===== src/hdl/otp_seq_pkg.sv =====
// Function
// - Read command copies one or all source pages into the shadow RAM.
// - Memory select 1 reads the OTP array, 0 reads the external EEPROM.
// - Margin level reaches the OTP only; EEPROM reads ignore it.
// - Page field picks one page; bulk bit picks all pages.
// - Write command programs OTP pages from shadow RAM; OTP only.
// - OTP writes reach only pages 2 and 3; bulk writes those two.
// - Bulk OTP write raises the fail flag; software clears it first.
// - Verify compares OTP with shadow RAM; any difference sets fail.
// - Finalise marks OTP only; software copies final bit to shadow RAM.
// - After finalise, OTP writes to pages 2 and 3 have no effect.
// - Customer final bit sits in page 2, code 10; locks pages 2, 3.
// - Write, verify and finalise are not supported on the EEPROM.
// - OTP codes select pages 0-3; EEPROM codes select 2-4, 11 reserved.
// - Control layout: 15 prog, 13 mem, 11-8 commands, 7:6 margin, 5 bulk.
// - Command end flag rises each time a command completes.
// - Fail flag rises on EEPROM read fail, mismatch, bulk, locked or factory-page write, or EEPROM read of code 11.
package otp_seq_pkg;
   // Control word layout
   localparam int CTRL_W = 16;
   localparam int PROG_BIT = 15;
   localparam int MEM_BIT = 13;
   localparam int FINAL_BIT = 11;
   localparam int VERIFY_BIT = 10;
   localparam int WRITE_BIT = 9;
   localparam int READ_BIT = 8;
   localparam int MARGIN_HI = 7;
   localparam int MARGIN_LO = 6;
   localparam int BULK_BIT = 5;
   localparam int PAGE_HI = 1;
   localparam int PAGE_LO = 0;
   // Memory geometry
   localparam int WORD_W = 8;
   localparam int WORD_IDX_W = 3;
   localparam int PAGE_IDX_W = 3;
   localparam int ADDR_W = PAGE_IDX_W + WORD_IDX_W;
   localparam logic [WORD_IDX_W-1:0] LAST_WORD = 3'h7;
   localparam logic [WORD_IDX_W-1:0] FIRST_WORD = 3'h0;
   // Page numbering, in shadow RAM page numbers
   localparam logic [PAGE_IDX_W-1:0] OTP_FIRST_PAGE = 3'h0;
   localparam logic [PAGE_IDX_W-1:0] OTP_LAST_PAGE = 3'h3;
   localparam logic [PAGE_IDX_W-1:0] USER_FIRST_PAGE = 3'h2;
   localparam logic [PAGE_IDX_W-1:0] USER_LAST_PAGE = 3'h3;
   localparam logic [PAGE_IDX_W-1:0] EEPROM_PAGE_BASE = 3'h2;
   localparam logic [PAGE_IDX_W-1:0] EEPROM_LAST_PAGE = 3'h4;
   localparam logic [1:0] EEPROM_RSVD_CODE = 2'h3;
   localparam logic [1:0] FINAL_PAGE_CODE = 2'h2;
   localparam logic [1:0] MARGIN_NORMAL = 2'h0;
   // Reset values
   localparam logic [1:0] MARGIN_RESET = 2'h0;
   localparam logic [WORD_W-1:0] DATA_RESET = 8'h00;
   localparam logic [ADDR_W-1:0] ADDR_RESET = 6'h00;

   typedef enum logic [1:0] {
      CMD_READ = 2'h0,
      CMD_WRITE = 2'h1,
      CMD_VERIFY = 2'h2,
      CMD_FINAL = 2'h3
   } cmd_e;

   typedef enum logic [5:0] {
      ST_IDLE = 6'h01,
      ST_SETUP = 6'h02,
      ST_ISSUE = 6'h04,
      ST_REQ = 6'h08,
      ST_DATA = 6'h10,
      ST_NEXT = 6'h20
   } seq_state_e;
endpackage : otp_seq_pkg


===== src/hdl/page_range_decode.sv =====
`timescale 1ns/1ns
// Turns memory select, bulk and page code into a page span
module page_range_decode
   import otp_seq_pkg::*;
(
   // Command fields
   input wire logic otpSel,
   input wire logic bulk,
   input wire logic [1:0] pageCode,
   input wire logic isWrite,
   // Span in shadow RAM page numbers
   output logic [PAGE_IDX_W-1:0] firstPage,
   output logic [PAGE_IDX_W-1:0] lastPage,
   output logic rangeOk,
   output logic bulkWriteErr
);
   // Page mapping differs by memory; EEPROM sits above the factory pages
   always_comb begin
      firstPage = OTP_FIRST_PAGE;
      lastPage = OTP_LAST_PAGE;
      rangeOk = 1'b1;
      bulkWriteErr = 1'b0;
      if (otpSel) begin
         if (bulk && isWrite) begin
            firstPage = USER_FIRST_PAGE;
            lastPage = USER_LAST_PAGE;
            bulkWriteErr = 1'b1;
         end else if (!bulk) begin
            firstPage = {1'b0, pageCode};
            lastPage = {1'b0, pageCode};
            // Factory pages are never programmed by a single write
            rangeOk = !isWrite || ({1'b0, pageCode} >= USER_FIRST_PAGE);
         end
      end else begin
         if (bulk) begin
            firstPage = EEPROM_PAGE_BASE;
            lastPage = EEPROM_LAST_PAGE;
         end else begin
            firstPage = EEPROM_PAGE_BASE + {1'b0, pageCode};
            lastPage = EEPROM_PAGE_BASE + {1'b0, pageCode};
            rangeOk = (pageCode != EEPROM_RSVD_CODE);
         end
      end
   end
endmodule : page_range_decode


===== src/hdl/otp_eeprom_command_sequencer.sv =====
`timescale 1ns/1ns
module otp_eeprom_command_sequencer (
   // Clock and reset
   input wire logic sys_clk,
   input wire logic reset,
   // Control word write from software
   input wire logic ctrlWrite,
   input wire logic [otp_seq_pkg::CTRL_W-1:0] ctrlWord,
   // Event flags, one-cycle clear pulses
   input wire logic commandEndClear,
   input wire logic commandFailClear,
   output logic commandEndFlag,
   output logic commandFailFlag,
   output logic busy,
   // Config shadow RAM, read data one cycle after the read strobe
   output logic [otp_seq_pkg::ADDR_W-1:0] shadowAddr,
   output logic shadowRdEn,
   output logic shadowWrEn,
   output logic [otp_seq_pkg::WORD_W-1:0] shadowWrData,
   input wire logic [otp_seq_pkg::WORD_W-1:0] shadowRdData,
   // OTP array, read data one cycle after the read strobe
   output logic [otp_seq_pkg::ADDR_W-1:0] otpAddr,
   output logic otpRdEn,
   output logic otpProgEn,
   output logic [otp_seq_pkg::WORD_W-1:0] otpProgData,
   output logic [1:0] otpMargin,
   output logic otpFinalPulse,
   input wire logic [otp_seq_pkg::WORD_W-1:0] otpRdData,
   input wire logic otpFinalIn,
   // External config EEPROM, request held until acknowledge
   output logic [otp_seq_pkg::ADDR_W-1:0] eepromAddr,
   output logic eepromRdReq,
   input wire logic eepromAck,
   input wire logic eepromErr,
   input wire logic [otp_seq_pkg::WORD_W-1:0] eepromRdData
);
   import otp_seq_pkg::*;

   seq_state_e state_r;
   cmd_e cmd_r;
   logic cmdValid;
   cmd_e cmdDecoded;
   logic otpSel_r, bulk_r;
   logic [1:0] pageCode_r, margin_r;
   logic [PAGE_IDX_W-1:0] curPage_r, lastPage_r;
   logic [WORD_IDX_W-1:0] word_r;
   logic [PAGE_IDX_W-1:0] firstPage, lastPage;
   logic rangeOk, bulkWriteErr;
   logic finalLocked_r, lockAtStart_r;
   logic [WORD_W-1:0] eepromHold_r;
   logic setFail, setEnd, mismatch, lockedWrite, unsupported;
   logic [ADDR_W-1:0] curAddr;
   logic [WORD_W-1:0] srcData;

   // Exactly one command bit; several or none means no command at all
   always_comb begin
      cmdValid = 1'b1;
      cmdDecoded = CMD_READ;
      unique case ({ctrlWord[FINAL_BIT], ctrlWord[VERIFY_BIT],
                    ctrlWord[WRITE_BIT], ctrlWord[READ_BIT]})
         4'h1: cmdDecoded = CMD_READ;
         4'h2: cmdDecoded = CMD_WRITE;
         4'h4: cmdDecoded = CMD_VERIFY;
         4'h8: cmdDecoded = CMD_FINAL;
         default: cmdValid = 1'b0;
      endcase
   end

   page_range_decode u_range (
      .otpSel(otpSel_r),
      .bulk(bulk_r),
      .pageCode(pageCode_r),
      .isWrite(cmd_r == CMD_WRITE),
      .firstPage(firstPage),
      .lastPage(lastPage),
      .rangeOk(rangeOk),
      .bulkWriteErr(bulkWriteErr)
   );

   assign curAddr = {curPage_r, word_r};
   // Locked pages are the user pages once the customer final bit is set
   // EEPROM writes are unsupported and end silently, so they never count
   assign lockedWrite = lockAtStart_r && otpSel_r
                        && (cmd_r == CMD_WRITE);
   assign unsupported = !otpSel_r && (cmd_r != CMD_READ);
   // EEPROM data is parked at acknowledge since the part drops it after
   assign srcData = otpSel_r ? otpRdData : eepromHold_r;
   assign mismatch = (state_r == ST_DATA) && (cmd_r == CMD_VERIFY)
                     && (otpRdData != shadowRdData);
   assign setEnd = (state_r == ST_NEXT) && (word_r == LAST_WORD)
                   && (curPage_r == lastPage_r);

   // Fail sources gathered in one place so the flag has a single driver
   always_comb begin
      setFail = 1'b0;
      if (state_r == ST_SETUP && (bulkWriteErr || lockedWrite)) begin
         setFail = 1'b1;
      end
      if (state_r == ST_REQ && !otpSel_r && eepromAck && eepromErr) begin
         setFail = 1'b1;
      end
      if (mismatch) begin
         setFail = 1'b1;
      end
      if (state_r == ST_SETUP && !rangeOk && !unsupported) begin
         setFail = 1'b1;
      end
   end

   // Sequencer; short-cut endings jump to NEXT on the last word
   always_ff @(posedge sys_clk) begin
      if (reset) begin
         state_r <= ST_IDLE;
      end else begin
         unique case (state_r)
            ST_IDLE: begin
               if (ctrlWrite && cmdValid) begin
                  state_r <= ST_SETUP;
               end
            end
            ST_SETUP: begin
               if (cmd_r == CMD_FINAL || unsupported || !rangeOk
                   || lockedWrite) begin
                  state_r <= ST_NEXT;
               end else begin
                  state_r <= ST_ISSUE;
               end
            end
            ST_ISSUE: state_r <= ST_REQ;
            ST_REQ: begin
               if (otpSel_r || eepromAck) begin
                  state_r <= (eepromAck && eepromErr) ? ST_NEXT : ST_DATA;
               end
            end
            ST_DATA: state_r <= ST_NEXT;
            ST_NEXT: begin
               if (setEnd) begin
                  state_r <= ST_IDLE;
               end else begin
                  state_r <= ST_ISSUE;
               end
            end
         endcase
      end
   end

   // Command capture only when idle, so busy writes are simply dropped
   always_ff @(posedge sys_clk) begin
      if (reset) begin
         cmd_r <= CMD_READ;
         otpSel_r <= 1'b1;
         bulk_r <= 1'b0;
         pageCode_r <= 2'h0;
         margin_r <= MARGIN_RESET;
         lockAtStart_r <= 1'b0;
      end else if (state_r == ST_IDLE && ctrlWrite && cmdValid) begin
         cmd_r <= cmdDecoded;
         otpSel_r <= ctrlWord[MEM_BIT];
         bulk_r <= ctrlWord[BULK_BIT];
         pageCode_r <= ctrlWord[PAGE_HI:PAGE_LO];
         margin_r <= ctrlWord[MARGIN_HI:MARGIN_LO];
         lockAtStart_r <= finalLocked_r || otpFinalIn;
      end
   end

   // Page and word walk; early endings park the walk on the last word
   always_ff @(posedge sys_clk) begin
      if (reset) begin
         curPage_r <= OTP_FIRST_PAGE;
         lastPage_r <= OTP_FIRST_PAGE;
         word_r <= FIRST_WORD;
      end else if (state_r == ST_SETUP) begin
         curPage_r <= firstPage;
         lastPage_r <= firstPage;
         word_r <= LAST_WORD;
         if (!(cmd_r == CMD_FINAL || unsupported || !rangeOk
               || lockedWrite)) begin
            lastPage_r <= lastPage;
            word_r <= FIRST_WORD;
         end
      end else if (state_r == ST_REQ && eepromAck && eepromErr) begin
         lastPage_r <= curPage_r; // Abort the read on a transfer failure
         word_r <= LAST_WORD;
      end else if (state_r == ST_NEXT && !setEnd) begin
         if (word_r == LAST_WORD) begin
            curPage_r <= curPage_r + 3'h1;
            word_r <= FIRST_WORD;
         end else begin
            word_r <= word_r + 3'h1;
         end
      end
   end

   // Memory strobes; each lasts one cycle except the EEPROM request
   always_ff @(posedge sys_clk) begin
      if (reset) begin
         shadowRdEn <= 1'b0;
         shadowWrEn <= 1'b0;
         otpRdEn <= 1'b0;
         otpProgEn <= 1'b0;
         eepromRdReq <= 1'b0;
         shadowAddr <= ADDR_RESET;
         otpAddr <= ADDR_RESET;
         eepromAddr <= ADDR_RESET;
         shadowWrData <= DATA_RESET;
         otpProgData <= DATA_RESET;
         eepromHold_r <= DATA_RESET;
      end else begin
         shadowRdEn <= 1'b0;
         shadowWrEn <= 1'b0;
         otpRdEn <= 1'b0;
         otpProgEn <= 1'b0;
         if (state_r == ST_ISSUE) begin
            shadowAddr <= curAddr;
            shadowRdEn <= (cmd_r != CMD_READ);
            if (otpSel_r) begin
               otpAddr <= curAddr;
               otpRdEn <= (cmd_r != CMD_WRITE);
            end else begin
               eepromAddr <= curAddr;
               eepromRdReq <= 1'b1;
            end
         end
         if (state_r == ST_REQ && eepromAck) begin
            eepromRdReq <= 1'b0;
            eepromHold_r <= eepromRdData;
         end
         if (state_r == ST_DATA && cmd_r == CMD_READ) begin
            shadowWrEn <= 1'b1;
            shadowWrData <= srcData;
         end
         if (state_r == ST_DATA && cmd_r == CMD_WRITE && otpSel_r
             && !lockAtStart_r) begin
            otpProgEn <= 1'b1;
            otpProgData <= shadowRdData;
         end
      end
   end

   // Margin is forced to normal for anything but an OTP operation
   always_ff @(posedge sys_clk) begin
      if (reset) begin
         otpMargin <= MARGIN_RESET;
      end else if (state_r != ST_IDLE && otpSel_r) begin
         otpMargin <= margin_r;
      end else begin
         otpMargin <= MARGIN_NORMAL;
      end
   end

   // Finalise: only page code 10 on the OTP sets the lock
   // The shadow RAM is left untouched; software copies the bit itself
   always_ff @(posedge sys_clk) begin
      if (reset) begin
         otpFinalPulse <= 1'b0;
         finalLocked_r <= 1'b0;
      end else begin
         otpFinalPulse <= 1'b0;
         if (state_r == ST_SETUP && cmd_r == CMD_FINAL && otpSel_r
             && !bulk_r && pageCode_r == FINAL_PAGE_CODE) begin
            otpFinalPulse <= 1'b1;
            finalLocked_r <= 1'b1;
         end
      end
   end

   // Sticky flags; a set in the clearing cycle wins so no event is lost
   always_ff @(posedge sys_clk) begin
      if (reset) begin
         commandEndFlag <= 1'b0;
         commandFailFlag <= 1'b0;
         busy <= 1'b0;
      end else begin
         commandEndFlag <= setEnd || (commandEndFlag && !commandEndClear);
         commandFailFlag <= setFail
                            || (commandFailFlag && !commandFailClear);
         busy <= (state_r == ST_IDLE) ? (ctrlWrite && cmdValid) : !setEnd;
      end
   end

   busy_ignore_a: assert property (@(posedge sys_clk) disable iff (reset)
      (state_r != ST_IDLE && ctrlWrite) |=> (cmd_r == $past(cmd_r)))
      else $error("command changed while busy");
   end_flag_a: assert property (@(posedge sys_clk) disable iff (reset)
      setEnd |=> commandEndFlag && busy == 1'b0)
      else $error("end flag missing after completion");
   margin_mem_a: assert property (@(posedge sys_clk) disable iff (reset)
      (state_r == ST_REQ && !otpSel_r) |-> otpMargin == MARGIN_NORMAL)
      else $error("margin applied to EEPROM");
   lock_prog_a: assert property (@(posedge sys_clk) disable iff (reset)
      otpProgEn |-> !lockAtStart_r && !$past(finalLocked_r, 2))
      else $error("program after finalise");
   prog_pages_a: assert property (@(posedge sys_clk) disable iff (reset)
      otpProgEn |-> otpAddr[ADDR_W-1:WORD_IDX_W] >= USER_FIRST_PAGE
                    && otpAddr[ADDR_W-1:WORD_IDX_W] <= USER_LAST_PAGE)
      else $error("program outside user pages");
   prog_otp_a: assert property (@(posedge sys_clk) disable iff (reset)
      (otpProgEn || otpFinalPulse) |-> otpSel_r && !eepromRdReq)
      else $error("OTP-only command on EEPROM");
   verify_fail_a: assert property (@(posedge sys_clk) disable iff (reset)
      mismatch |=> commandFailFlag)
      else $error("verify mismatch not flagged");
   read_copy_a: assert property (@(posedge sys_clk) disable iff (reset)
      (state_r == ST_DATA && cmd_r == CMD_READ) |=>
      shadowWrEn && shadowAddr == $past(curAddr, 3))
      else $error("read word not copied");
   bulk_write_a: assert property (@(posedge sys_clk) disable iff (reset)
      (state_r == ST_SETUP && cmd_r == CMD_WRITE && bulk_r && otpSel_r)
      |=> commandFailFlag)
      else $error("bulk write did not flag");
   eeprom_map_a: assert property (@(posedge sys_clk) disable iff (reset)
      $rose(eepromRdReq) |-> !otpSel_r
      && eepromAddr[ADDR_W-1:WORD_IDX_W] >= EEPROM_PAGE_BASE
      && eepromAddr[ADDR_W-1:WORD_IDX_W] <= EEPROM_LAST_PAGE)
      else $error("EEPROM page out of map");
   final_lock_a: assert property (@(posedge sys_clk) disable iff (reset)
      otpFinalPulse |-> finalLocked_r ##[1:3] commandEndFlag)
      else $error("finalise did not lock");
endmodule : otp_eeprom_command_sequencer


===== config.mk =====
export PLATFORM = sky130hd
export DESIGN_NAME = otp_eeprom_command_sequencer
export DESIGN_NICKNAME = d
export VERILOG_FILES = /design/src/hdl/otp_seq_pkg.sv /design/src/hdl/page_range_decode.sv /design/src/hdl/otp_eeprom_command_sequencer.sv
export SDC_FILE = /design/constraint.sdc
export NUM_CORES = 1
export LEC_CHECK = 0
export ABC_AREA = 1
export BUFFER_PORTS_ARGS = -buffer_cell sky130_fd_sc_hd__buf_4
export CELL_PAD_IN_SITES_DETAIL_PLACEMENT = 0
export CELL_PAD_IN_SITES_GLOBAL_PLACEMENT = 2
export CORE_ASPECT_RATIO = 1.25
export CORE_MARGIN = 2
export CORE_UTILIZATION = 30
export CTS_BUF_LIST = sky130_fd_sc_hd__clkbuf_8
export DETAILED_ROUTE_END_ITERATION = 7
export PLACE_DENSITY_LB_ADDON = 0.15
export SLEW_MARGIN = 25
export SYNTH_ARGS = -nofsm -noshare
export SYNTH_HDL_FRONTEND = slang
export SYNTH_SLANG_ARGS = --single-unit

===== constraint.sdc =====
create_clock -name sys_clk -period 1.7 [get_ports sys_clk]
set_clock_uncertainty 0.2 [all_clocks]
set_input_delay 0.17 -clock sys_clk [delete_from_list [all_inputs] [get_ports sys_clk]]
set_output_delay 0.17 -clock sys_clk [all_outputs]
set_load 0.03 [all_outputs]

# Word level (Yosys, flattened, before mapping)
# Index checks and enable logic that the tools add are counted.
dict set report totals {
  regBits 78
  latchBits 0
  ram_bits 0
  mem_bits_ro 0
  input_bits 48
  out_inout_bits 45
  wordCells 165
  mem_count 0
}
dict set report op_classes {
  n_addsub 3
  multipliers 0
  n_div 0
  order_cmp 1
  eq_ne 23
  n_shift 0
  mux 43
  bitwise_logic 3
  n_reduce_logical 65
}
# op count
set op_table {}
lappend op_table {{$mux W3} 19}
lappend op_table {{$pmux W6 S6} 1}
lappend op_table {{$logic_and A1 B1 Y1} 32}
lappend op_table {{$mux W6} 4}
lappend op_table {{$mux W1} 15}
lappend op_table {{$logic_not A1 Y1} 9}
lappend op_table {{$logic_or A1 B1 Y1} 9}
lappend op_table {{$mux W8} 1}
lappend op_table {{$ne A8 B8 Y1} 1}
lappend op_table {{$reduce_bool A2 Y1} 4}
lappend op_table {{$add A3 B1 Y3 const B} 2}
lappend op_table {{$eq A2 B2 Y1 const B} 3}
lappend op_table {{$eq A6 B1 Y1 const B} 1}
lappend op_table {{$eq A6 B2 Y1 const B} 1}
lappend op_table {{$eq A6 B3 Y1 const B} 1}
lappend op_table {{$eq A6 B4 Y1 const B} 1}
lappend op_table {{$eq A6 B5 Y1 const B} 1}
lappend op_table {{$eq A6 B6 Y1 const B} 1}
lappend op_table {{$ne A2 B1 Y1 const B} 3}
lappend op_table {{$ne A6 B1 Y1 const B} 1}
lappend op_table {{$pmux W2 S3} 1}
lappend op_table {{$reduce_and A2 Y1} 3}
lappend op_table {{$reduce_or A2 Y1} 3}
lappend op_table {{$eq A4 B1 Y1 const B} 1}
lappend op_table {{other kinds (16)} 20}

# Longest topological paths before layout
# Gate-level depths: netlist of run 1.
dict set report depth {
  depth_word 11
  mapped_depth 11
  ltp_nobuf 10
}

# By module
# From an unflattened synthesis of run 1, not the netlist that was laid out.
dict set report hier_totals {
  hier_cells 483
  area_unflattened_um2 3520.9
}
# module instances cells_each area_each_um2 seq_area_each_um2
set modules_own_cells {}
lappend modules_own_cells {otp_eeprom_command_sequencer 1 460 3424.5 1561.5}
lappend modules_own_cells {page_range_decode 1 23 96.3 0.0}

# Worst setup path before layout of run 1
# No wires, ideal clock.
dict set report synth_path {
  path_kind {register -> register}
  start {reg word_r[0]}
  end {reg curPage_r[0]}
  setup_time_ns 0.111
  arrival_time_ns 1.237
  required_ns 1.389
  path_slack_ns 0.153
  stages_incl_launch_ff 10
  n_path_buf 0
  period_less_slack_ns 1.547
  path_cell_list {dfxtp_1 > ha_1 > ha_1 > nand2_1 > nor2_1 > nand2_1 > nand3_2 > nand2_1 > and2_1 > nor2_1}
}
dict set report synth_between {
  elab_chain_len 7
  word_cells_on_any_way 8
  classes_between {1 x eq/ne; 7 x reduce/logical}
}
# element line
set synth_lines {}
lappend synth_lines {{from (decl)} otp_eeprom_command_sequencer.sv:46} ;# logic [WORD_IDX_W-1:0] word_r;
lappend synth_lines {{from (signal assigned)} otp_eeprom_command_sequencer.sv:189} ;# word_r <= word_r + 3'h1;
lappend synth_lines {{$eq A3 B3 Y1 (*)} {otp_eeprom_command_sequencer.sv:90, otp_eeprom_command_sequencer.sv:185}}
lappend synth_lines {{$logic_and A1 B1 Y1} otp_eeprom_command_sequencer.sv:90} ;# assign setEnd = (state_r == ST_NEXT) && (word_r == LAST_WORD)
lappend synth_lines {{$logic_and A1 B1 Y1} otp_eeprom_command_sequencer.sv:91} ;# && (curPage_r == lastPage_r);
lappend synth_lines {{$logic_not A1 Y1} otp_eeprom_command_sequencer.sv:184} ;# end else if (state_r == ST_NEXT && !setEnd) begin
lappend synth_lines {{$logic_and A1 B1 Y1} otp_eeprom_command_sequencer.sv:184}
lappend synth_lines {{$reduce_bool A2 Y1 (no source line)} n/a}
lappend synth_lines {{$reduce_and A3 Y1 (no source line) (*)} n/a}
lappend synth_lines {{to (signal assigned)} otp_eeprom_command_sequencer.sv:173} ;# curPage_r <= firstPage;
lappend synth_lines {{to (signal assigned)} otp_eeprom_command_sequencer.sv:186} ;# curPage_r <= curPage_r + 3'h1;
lappend synth_lines {{to (decl)} otp_eeprom_command_sequencer.sv:45} ;# logic [PAGE_IDX_W-1:0] curPage_r, lastPage_r;
# Every way passes the cells marked *; elsewhere a longest branch is shown, timed or not.
# A chain may end at the register's enable or synchronous reset.

# Worst setup path in the final report of run 1
dict set report layout_path {
  start {in ctrlWord[10] in the netlist's numbering}
  end {reg margin_r[1]}
}
dict set report layout_between {
  elab_chain_len 4
  word_cells_on_any_way 7
  classes_between {4 x eq/ne; 1 x mux; 2 x reduce/logical}
}
# element line
set layout_lines {}
lappend layout_lines {{from (decl)} otp_eeprom_command_sequencer.sv:8} ;# input wire logic [otp_seq_pkg::CTRL_W-1:0] ctrlWord,
lappend layout_lines {{$eq A4 B4 Y1, or another cell as far along} otp_eeprom_command_sequencer.sv:59} ;# unique case ({ctrlWord[FINAL_BIT], ctrlWord[VERIFY_BIT],
lappend layout_lines {{$reduce_or A4 Y1 (no source line) (*)} n/a}
lappend layout_lines {{$mux W1 (*)} otp_eeprom_command_sequencer.sv:59}
lappend layout_lines {{$logic_and A1 B1 Y1 (*)} otp_eeprom_command_sequencer.sv:156} ;# end else if (state_r == ST_IDLE && ctrlWrite && cmdValid) begin
lappend layout_lines {{to (signal assigned)} otp_eeprom_command_sequencer.sv:161} ;# margin_r <= ctrlWord[MARGIN_HI:MARGIN_LO];
lappend layout_lines {{to (decl)} otp_eeprom_command_sequencer.sv:44} ;# logic [1:0] pageCode_r, margin_r;
# Marked as above.

==> metrics.csv, run 1 <==
stage,metric,value,unit
sta,relative max-transition margin,0.8121,
critical_path,worst setup path endpoint,margin_r[1],
yosys,"EDFF count, synth",0,
yosys,mux share of post-synthesis cell area,0,
yosys,Synth cell types,35,
routing,count of vias placed by the detailed router,3620,
status,status,"finished, final reports clean",
yosys,top_reg_cell synth,dfxtp_1,
final_layout,utilization after layout,0.4416,
place,HPWL reported at the end of detailed placement,7.667,mm
critical_path,reg-to-reg critical path endpoint,word_r[0],
yosys,total nets after synthesis,557,
power_and_ir_drop,pwr dens,759.2,nW/um^2
cts,Clock H-tree levels,3,
min_path,Tightest Hold Check Type,in -> reg,
yosys,Mapped Cells,506,
power_and_ir_drop,internal power consumption,2.881,mW
power_and_ir_drop,sequential fraction of design power,0.471,
global_route,initial antenna violation count,0,
critical_path,type of origin of the critical path,input pin,
place,setup slack at placement,-0.006526,ns
floorplan,horizontal die dimension,103.4,microns
cts,TritonCTS clock tree,done,
routing,Total Routed Length,10.60,mm
sta,Final Hold Violating Endpoints,0,
yosys,share of the synthesized area in the top cell type,0.4212,
critical_path,arrival time at the worst endpoint,1.72,ns
global_route,vias in the first global route,3520,
critical_path,cells traversed along the worst timing path,"dlygate4sd3_1, buf_4, nor2_2, nand2_1, o21ai_1, buf_4, buf_4, nand3_1, a21oi_1",
flow_run,Max-cap violations,0,
yosys,dominant combinational cell family by area after synthesis,simple AND/OR/NAND/NOR gates,
sta,fmax,614.1,MHz
yosys,Compound-Gate Fraction of Synth Area,0.1478,
floorplan,initial standard-cell utilization of the core,0.3063,
yosys,largest cells by area after synthesis,"dfxtp_1 (42%), nand2_1 (9.8%), nor2_1 (7.7%)",
global_route,All-Layer GR Usage,0.1627,
critical_path,first element of the critical path,ctrlWord[10],
yosys,Synth Register Bits,78,
place,"number of placed instances, taps included",764,
critical_path,"Buf+Inv Stages, Crit Path",4,
sta,setup repair after global routing missed its margin,true,
critical_path,required time worst endpoint,1.79,ns
power_and_ir_drop,worst ir drop on vdd,438.1,uV
critical_path,sort of element at the end of the critical path,flip-flop,
routing,Pre-Repair DR Iteration Count,4,
sta,post-route minimum period,1.628,ns
yosys,Yosys warnings,0,
yosys,post-synthesis simple-gate area fraction,0.3125,
yosys,per-instance average area after synthesis,7.327,sq um
global_route,fraction of met3 tracks used by global routing,0.03490,
global_route,most congested layer reported by global routing,met2,
sta,Total Neg Setup Slack,0,ns
yosys,library cell occupying the most area in the post-synthesis netlist,dfxtp_1,
sta,final setup violating endpoints,0,
critical_path,Slowest cell on crit path,dlygate4sd3_1,
cts,clock latency on the worst-skew pair,0.36,ns
power_and_ir_drop,Total Power Consumption,4.058,mW
sta,slew of the pin with the lowest slew margin,0.2793,ns
yosys,share of async-settable or async-resettable flops after synthesis,0,
routing,final routed wire length divided by cell count,12.88,microns
place,gp weighted congestion,0.7967,
yosys,"count leader, synth",nand2_1,
floorplan,FP Rows,45,
yosys,commonest cells in the synthesized netlist,"nand2_1 (97), dfxtp_1 (78), nor2_1 (76)",
global_route,fraction of met2 tracks used by global routing,0.2683,
critical_path,CP most frequent cell,buf_4,
critical_path,count of cell instances traversed by the critical path,9,
critical_path,cell depth of the worst flop-to-flop path,9,
yosys,post-synthesis xor/xnor area fraction,0.01417,
critical_path,Crit Path Max Fanout,8,
final_layout,share of cells above drive strength 1,0.2853,
final_layout,final non-filler cell area,5345,sq um
sta,Min Hold Slack,0.001341,ns
cts,clock transition at the registers of the reported paths,0.08,ns
global_route,met1 Use GR,0.2046,
power_and_ir_drop,share of power burned in the clock network,0.363,
floorplan,Core Box Area,12110,sq um
place,cell area reported after detailed placement,4654,sq um
cts,number of buffers on the longest clock path,2,
final_layout,final standard cell count with taps included and fillers excluded,823,
critical_path,worst stage delay on the critical path,0.54,ns
sta,final worst path period share,0.9579,
power_and_ir_drop,switch share,0.2900,
cts,Clock Tree Root,clkbuf_8,
yosys,combined area of all synthesized cells,3707,sq um
critical_path,type of the worst setup path,in -> reg,
sta,final setup margin,0.07155,ns
global_route,pin count of the biggest net entering global routing,47,
cts,sinks on the clock net,78,
global_route,first-pass GRT wire length,16.73,mm
final_layout,final antenna diode count,0,
power_and_ir_drop,power share of the combinational group,0.165,
routing,post-detailed-route DRC marker count,0,
floorplan,area of the die,13270,sq um
routing,number of nets with antenna violations after detailed routing,0,
critical_path,startpoint of the worst-slack reg-to-reg timing path,word_r[0],
sta,number of slew-limit violations in the final report,0,
power_and_ir_drop,Leak,2.470,nW
routing,ratio of routed vias to standard cells,4.399,
place,number of buffers inserted by port buffering,86,
floorplan,overall die height,128.3,microns
global_route,overflow left after global routing,0,
yosys,post-synthesis adder-cell area fraction,0.01012,
critical_path,Top Family by Delay on Critical Path,buffers and inverters,
final_layout,synthesis-to-layout area growth,44.18,%
final_layout,Total Nets Final,705,
power_and_ir_drop,Sw Pwr,1.177,mW
critical_path,FF-to-FF setup slack,0.08,ns
yosys,post-synthesis sequential area ratio,0.4212,
floorplan,Top Ports,93,
routing,DRC marker count from the first detailed-route iteration,100,
cts,CTS buffer count,9,
[cell families after synthesis]
| kind of cell | after synthesis |
|---|---|
| xor gates and xnor gates | 6 |
| and+or+nand+nor | 237 |
| DFF | 78 |
| adders and majority gates | 3 |
| buffers and inverters | 78 |
| AOI/OAI and AO/OA | 104 |
[sequential cells by signal (all words and copies together), names as in the netlist, 6 cells and up]
signal,cells
eepromHold_r,8
otpProgData,8
otpAddr,6
shadowWrData,8
shadowAddr,6
state_r,6
eepromAddr,6
[power groups by stage]
stage                     Sequential [mW]  Combinational (mW)  Clock (mW)
after detailed placement             1.95               0.589           0
after global routing                 1.92               0.745        1.59
after global placement               1.95               0.586           0
final                                1.91               0.670        1.47
after CTS                            1.91               0.659        1.53
after floorplan                      1.96               0.344           0
[repair_timing]
action                                 in CTS  in global routing
endpoints found under the hold margin      37                  0
resized for setup                           4                 20
pin swaps                                   2                  1
hold buffers                               36                  0
setup endpoints to repair                   1                 36
buffers inserted                            1                  6
[placed cells by master (no fill, tap or decap), types with 2 or more instances in the layout]
master	n
a211oi_1	5
clkinv_4	3
nor3_1	3
o21ai_1	4
nor4_1	2
dfxtp_1	73
nand3_1	26
nor2_1	71
inv_2	4
xnor2_1	6
a21oi_1	37
inv_6	2
buf_4	120
nand2_1	94
nor2_2	6
dlygate4sd3_1	36
clkbuf_8	9
nand3_4	4
nand4_1	4
nand2_4	5
nor2_4	9
nor2_8	2
dfxtp_2	5
nand2_2	4
clkinv_2	2
o21ai_0	51
inv_1	51
o211ai_1	4
nand3_2	2
[metal layers]
metal | routed length, microns | vias to the layer above
met5 | 0 | -
met4 | 140 | 0
met3 | 434 | 10
met2 | 5152 | 60
met1 | 4869 | 1628
li1 | - | 1922
[layout make-up]
cell class	instances	area, sq um
Fill cell	1283	6760
Timing Repair Buffer	158	1292
Clock inverter	7	81.33
Inverter	57	216.5
Sequential cell	78	1568
Tap cell	164	205.2
Multi-Input combinational cell	350	1858
Clock buffer	9	123.9
[worst reg2reg max path: cells and delay by family, from the launching register on]
kind / cells / cell delay (ns)
flops: 1 / 0.34
buf+inv: 1 / 0.14
simple gates: 6 / 0.55
fa+ha+maj: 2 / 0.35
[worst min path at each step]
stage	from	end	cells past startpoint
finish	ctrlWrite	state_r[0]	4
global route	ctrlWrite	state_r[1]	5
CTS	ctrlWrite	state_r[3]	5
detailed placement	eepromRdData[7]	eepromHold_r[7]	3
global placement	shadowRdData[3]	otpProgData[3]	3
floorplan	shadowRdData[1]	otpProgData[1]	2
(Power assumes the default switching activity.)
==> inputs of run 2 (changes only) <==
- CORE_UTILIZATION: 30 -> 29
- CTS_BUF_LIST: sky130_fd_sc_hd__clkbuf_8 -> default
- SETUP_SLACK_MARGIN: default -> 0.4
==> run 2 against run 1 <==
Net effect: clock-buffer cell count up 1; first-iteration DRC count fell by 19%; total power increased by 15%; via count increased by 4.2%; critical path depth decreased by 1; worst setup slack improved by 0.019 ns; sequential share of layout area decreased by 2.3 points; fmax increased by 1.2%; critical endpoint is now eepromHold_r[6]; largest cell class unchanged; largest power group is now clock.
==> metrics.csv, run 2 (same netlist as run 1, synthesis figures left out) <==
stage,metric,value,unit
cts,clock transition at the registers of the reported paths,0.06,ns
global_route,pin count of the biggest net entering global routing,42,
cts,CTS buffer count,9,
global_route,All-Layer GR Usage,0.1775,
cts,TritonCTS clock tree,done,
place,gp weighted congestion,0.7542,
sta,final setup violating endpoints,0,
sta,final worst path period share,0.9466,
flow_run,Max-cap violations,0,
floorplan,Core Box Area,12600,sq um
floorplan,Top Ports,93,
cts,Clock H-tree levels,3,
floorplan,area of the die,13710,sq um
floorplan,FP Rows,46,
power_and_ir_drop,pwr dens,798.8,nW/um^2
place,HPWL reported at the end of detailed placement,7.990,mm
cts,sinks on the clock net,78,
routing,ratio of routed vias to standard cells,4.524,
place,number of buffers inserted by port buffering,86,
cts,number of buffers on the longest clock path,2,
final_layout,final antenna diode count,0,
floorplan,overall die height,130.4,microns
status,status,"finished, final reports clean",
critical_path,sort of element at the end of the critical path,flip-flop,
power_and_ir_drop,Total Power Consumption,4.671,mW
final_layout,largest registers ranked by flip-flop count,"eepromHold_r x8, otpProgData x8, shadowWrData x8",
critical_path,required time worst endpoint,1.73,ns
sta,number of slew-limit violations in the final report,0,
power_and_ir_drop,Leak,2.585,nW
sta,Min Hold Slack,0.003933,ns
min_path,Tightest Hold Check Type,in -> reg,
critical_path,type of the worst setup path,reg -> reg,
sta,fmax,621.4,MHz
sta,Final Hold Violating Endpoints,0,
final_layout,share of cells above drive strength 1,0.3799,
cts,Clock Tree Root,clkbuf_16,
global_route,first-pass GRT wire length,18.83,mm
floorplan,initial standard-cell utilization of the core,0.2941,
sta,relative max-transition margin,0.7693,
global_route,vias in the first global route,3735,
global_route,overflow left after global routing,0,
critical_path,Slowest cell on crit path,dfxtp_4,
critical_path,Crit Path Max Fanout,8,
routing,count of vias placed by the detailed router,3773,
cts,clock latency on the worst-skew pair,0.34,ns
critical_path,CP most frequent cell,buf_12,
critical_path,type of origin of the critical path,flip-flop,
critical_path,arrival time at the worst endpoint,1.64,ns
sta,slew of the pin with the lowest slew margin,0.3461,ns
routing,Pre-Repair DR Iteration Count,4,
sta,setup repair after global routing missed its margin,true,
global_route,initial antenna violation count,0,
critical_path,worst stage delay on the critical path,0.36,ns
final_layout,"leading cell type in the layout, fill and taps excluded",buf_4,
critical_path,cells traversed along the worst timing path,"nor2_4, buf_12, nand2_4, nor2_8, buf_12, nand2_8, o21ai_2, a21oi_1",
final_layout,Total Nets Final,712,
power_and_ir_drop,worst ir drop on vdd,397.0,uV
sta,post-route minimum period,1.609,ns
routing,number of nets with antenna violations after detailed routing,0,
floorplan,horizontal die dimension,105.1,microns
final_layout,synthesis-to-layout area growth,57.75,%
final_layout,most frequent cells in the layout,"buf_4 (115), nand2_1 (90), dfxtp_1 (67)",
routing,Total Routed Length,11.78,mm
routing,final routed wire length divided by cell count,14.13,microns
routing,post-detailed-route DRC marker count,0,
routing,DRC marker count from the first detailed-route iteration,81,
## run 2: final cells by class
type                            instances  area (sq um)
Fill cell                            1293          6756
Multi-Input combinational cell        356          2151
Sequential cell                        78          1583
Timing Repair Buffer                  159          1371
Clock buffer                           10         239.0
Inverter                               57         225.2
Tap cell                              168         210.2
Clock inverter                          6         68.82
## run 2: path summary, 6_finish.rpt
kind / startpoint / end / slack, ns / depth (start not counted)
max reg2reg: state_r[0] / eepromHold_r[6] / 0.09 / 8
min: otpRdData[5] / shadowWrData[5] / 0.004 / 5
max: state_r[0] / eepromHold_r[6] / 0.09 / 8
min reg2reg: margin_r[1] / otpMargin[1] / 0.23 / 2
## run 2: routing by layer
layer	global-route usage	share of wire
met5	0	0
met4	0.06196	0.013
met3	0.04563	0.040
met2	0.3212	0.52
met1	0.2039	0.43
## run 2: per-stage QoR
stage	setup TNS (ns)	std cells	worst slack (ns)	utilization	cell area, sq um
floorplan	0	506	0.2280	-	3814
global placement	0	762	0.08614	0.3737	4711
detailed placement	0	762	0.05239	0.3737	4711
CTS	0	823	0.09221	0.4444	5602
global route	-0.02629	834	-0.02300	0.4640	5848
finish	0	834	0.09073	0.4640	5848
## run 2: worst max-delay path, delay by kind of cell (launching register included)
kind | cells | cell delay, ns
and+or+nand+nor | 4 | 0.45
DFF | 1 | 0.36
buffers and inverters | 2 | 0.29
AOI/OAI and AO/OA | 2 | 0.20
## run 2: timing repair
action,4_1_cts,5_1_grt
setup buffers,11,11
endpoints found under the setup margin,78,78
pin swaps,18,17
endpoints found under the hold margin,27,0
gates cloned,6,0
hold buffers,28,0
resized for setup,38,50
## run 2: where the power goes
group / total (mW) / internal [mW] / leakage (nW) / switching [mW]
Combinational: 0.761 / 0.346 / 1.80 / 0.415
Sequential: 1.92 / 1.88 / 0.635 / 0.0438
Clock: 1.99 / 1.19 / 0.149 / 0.806
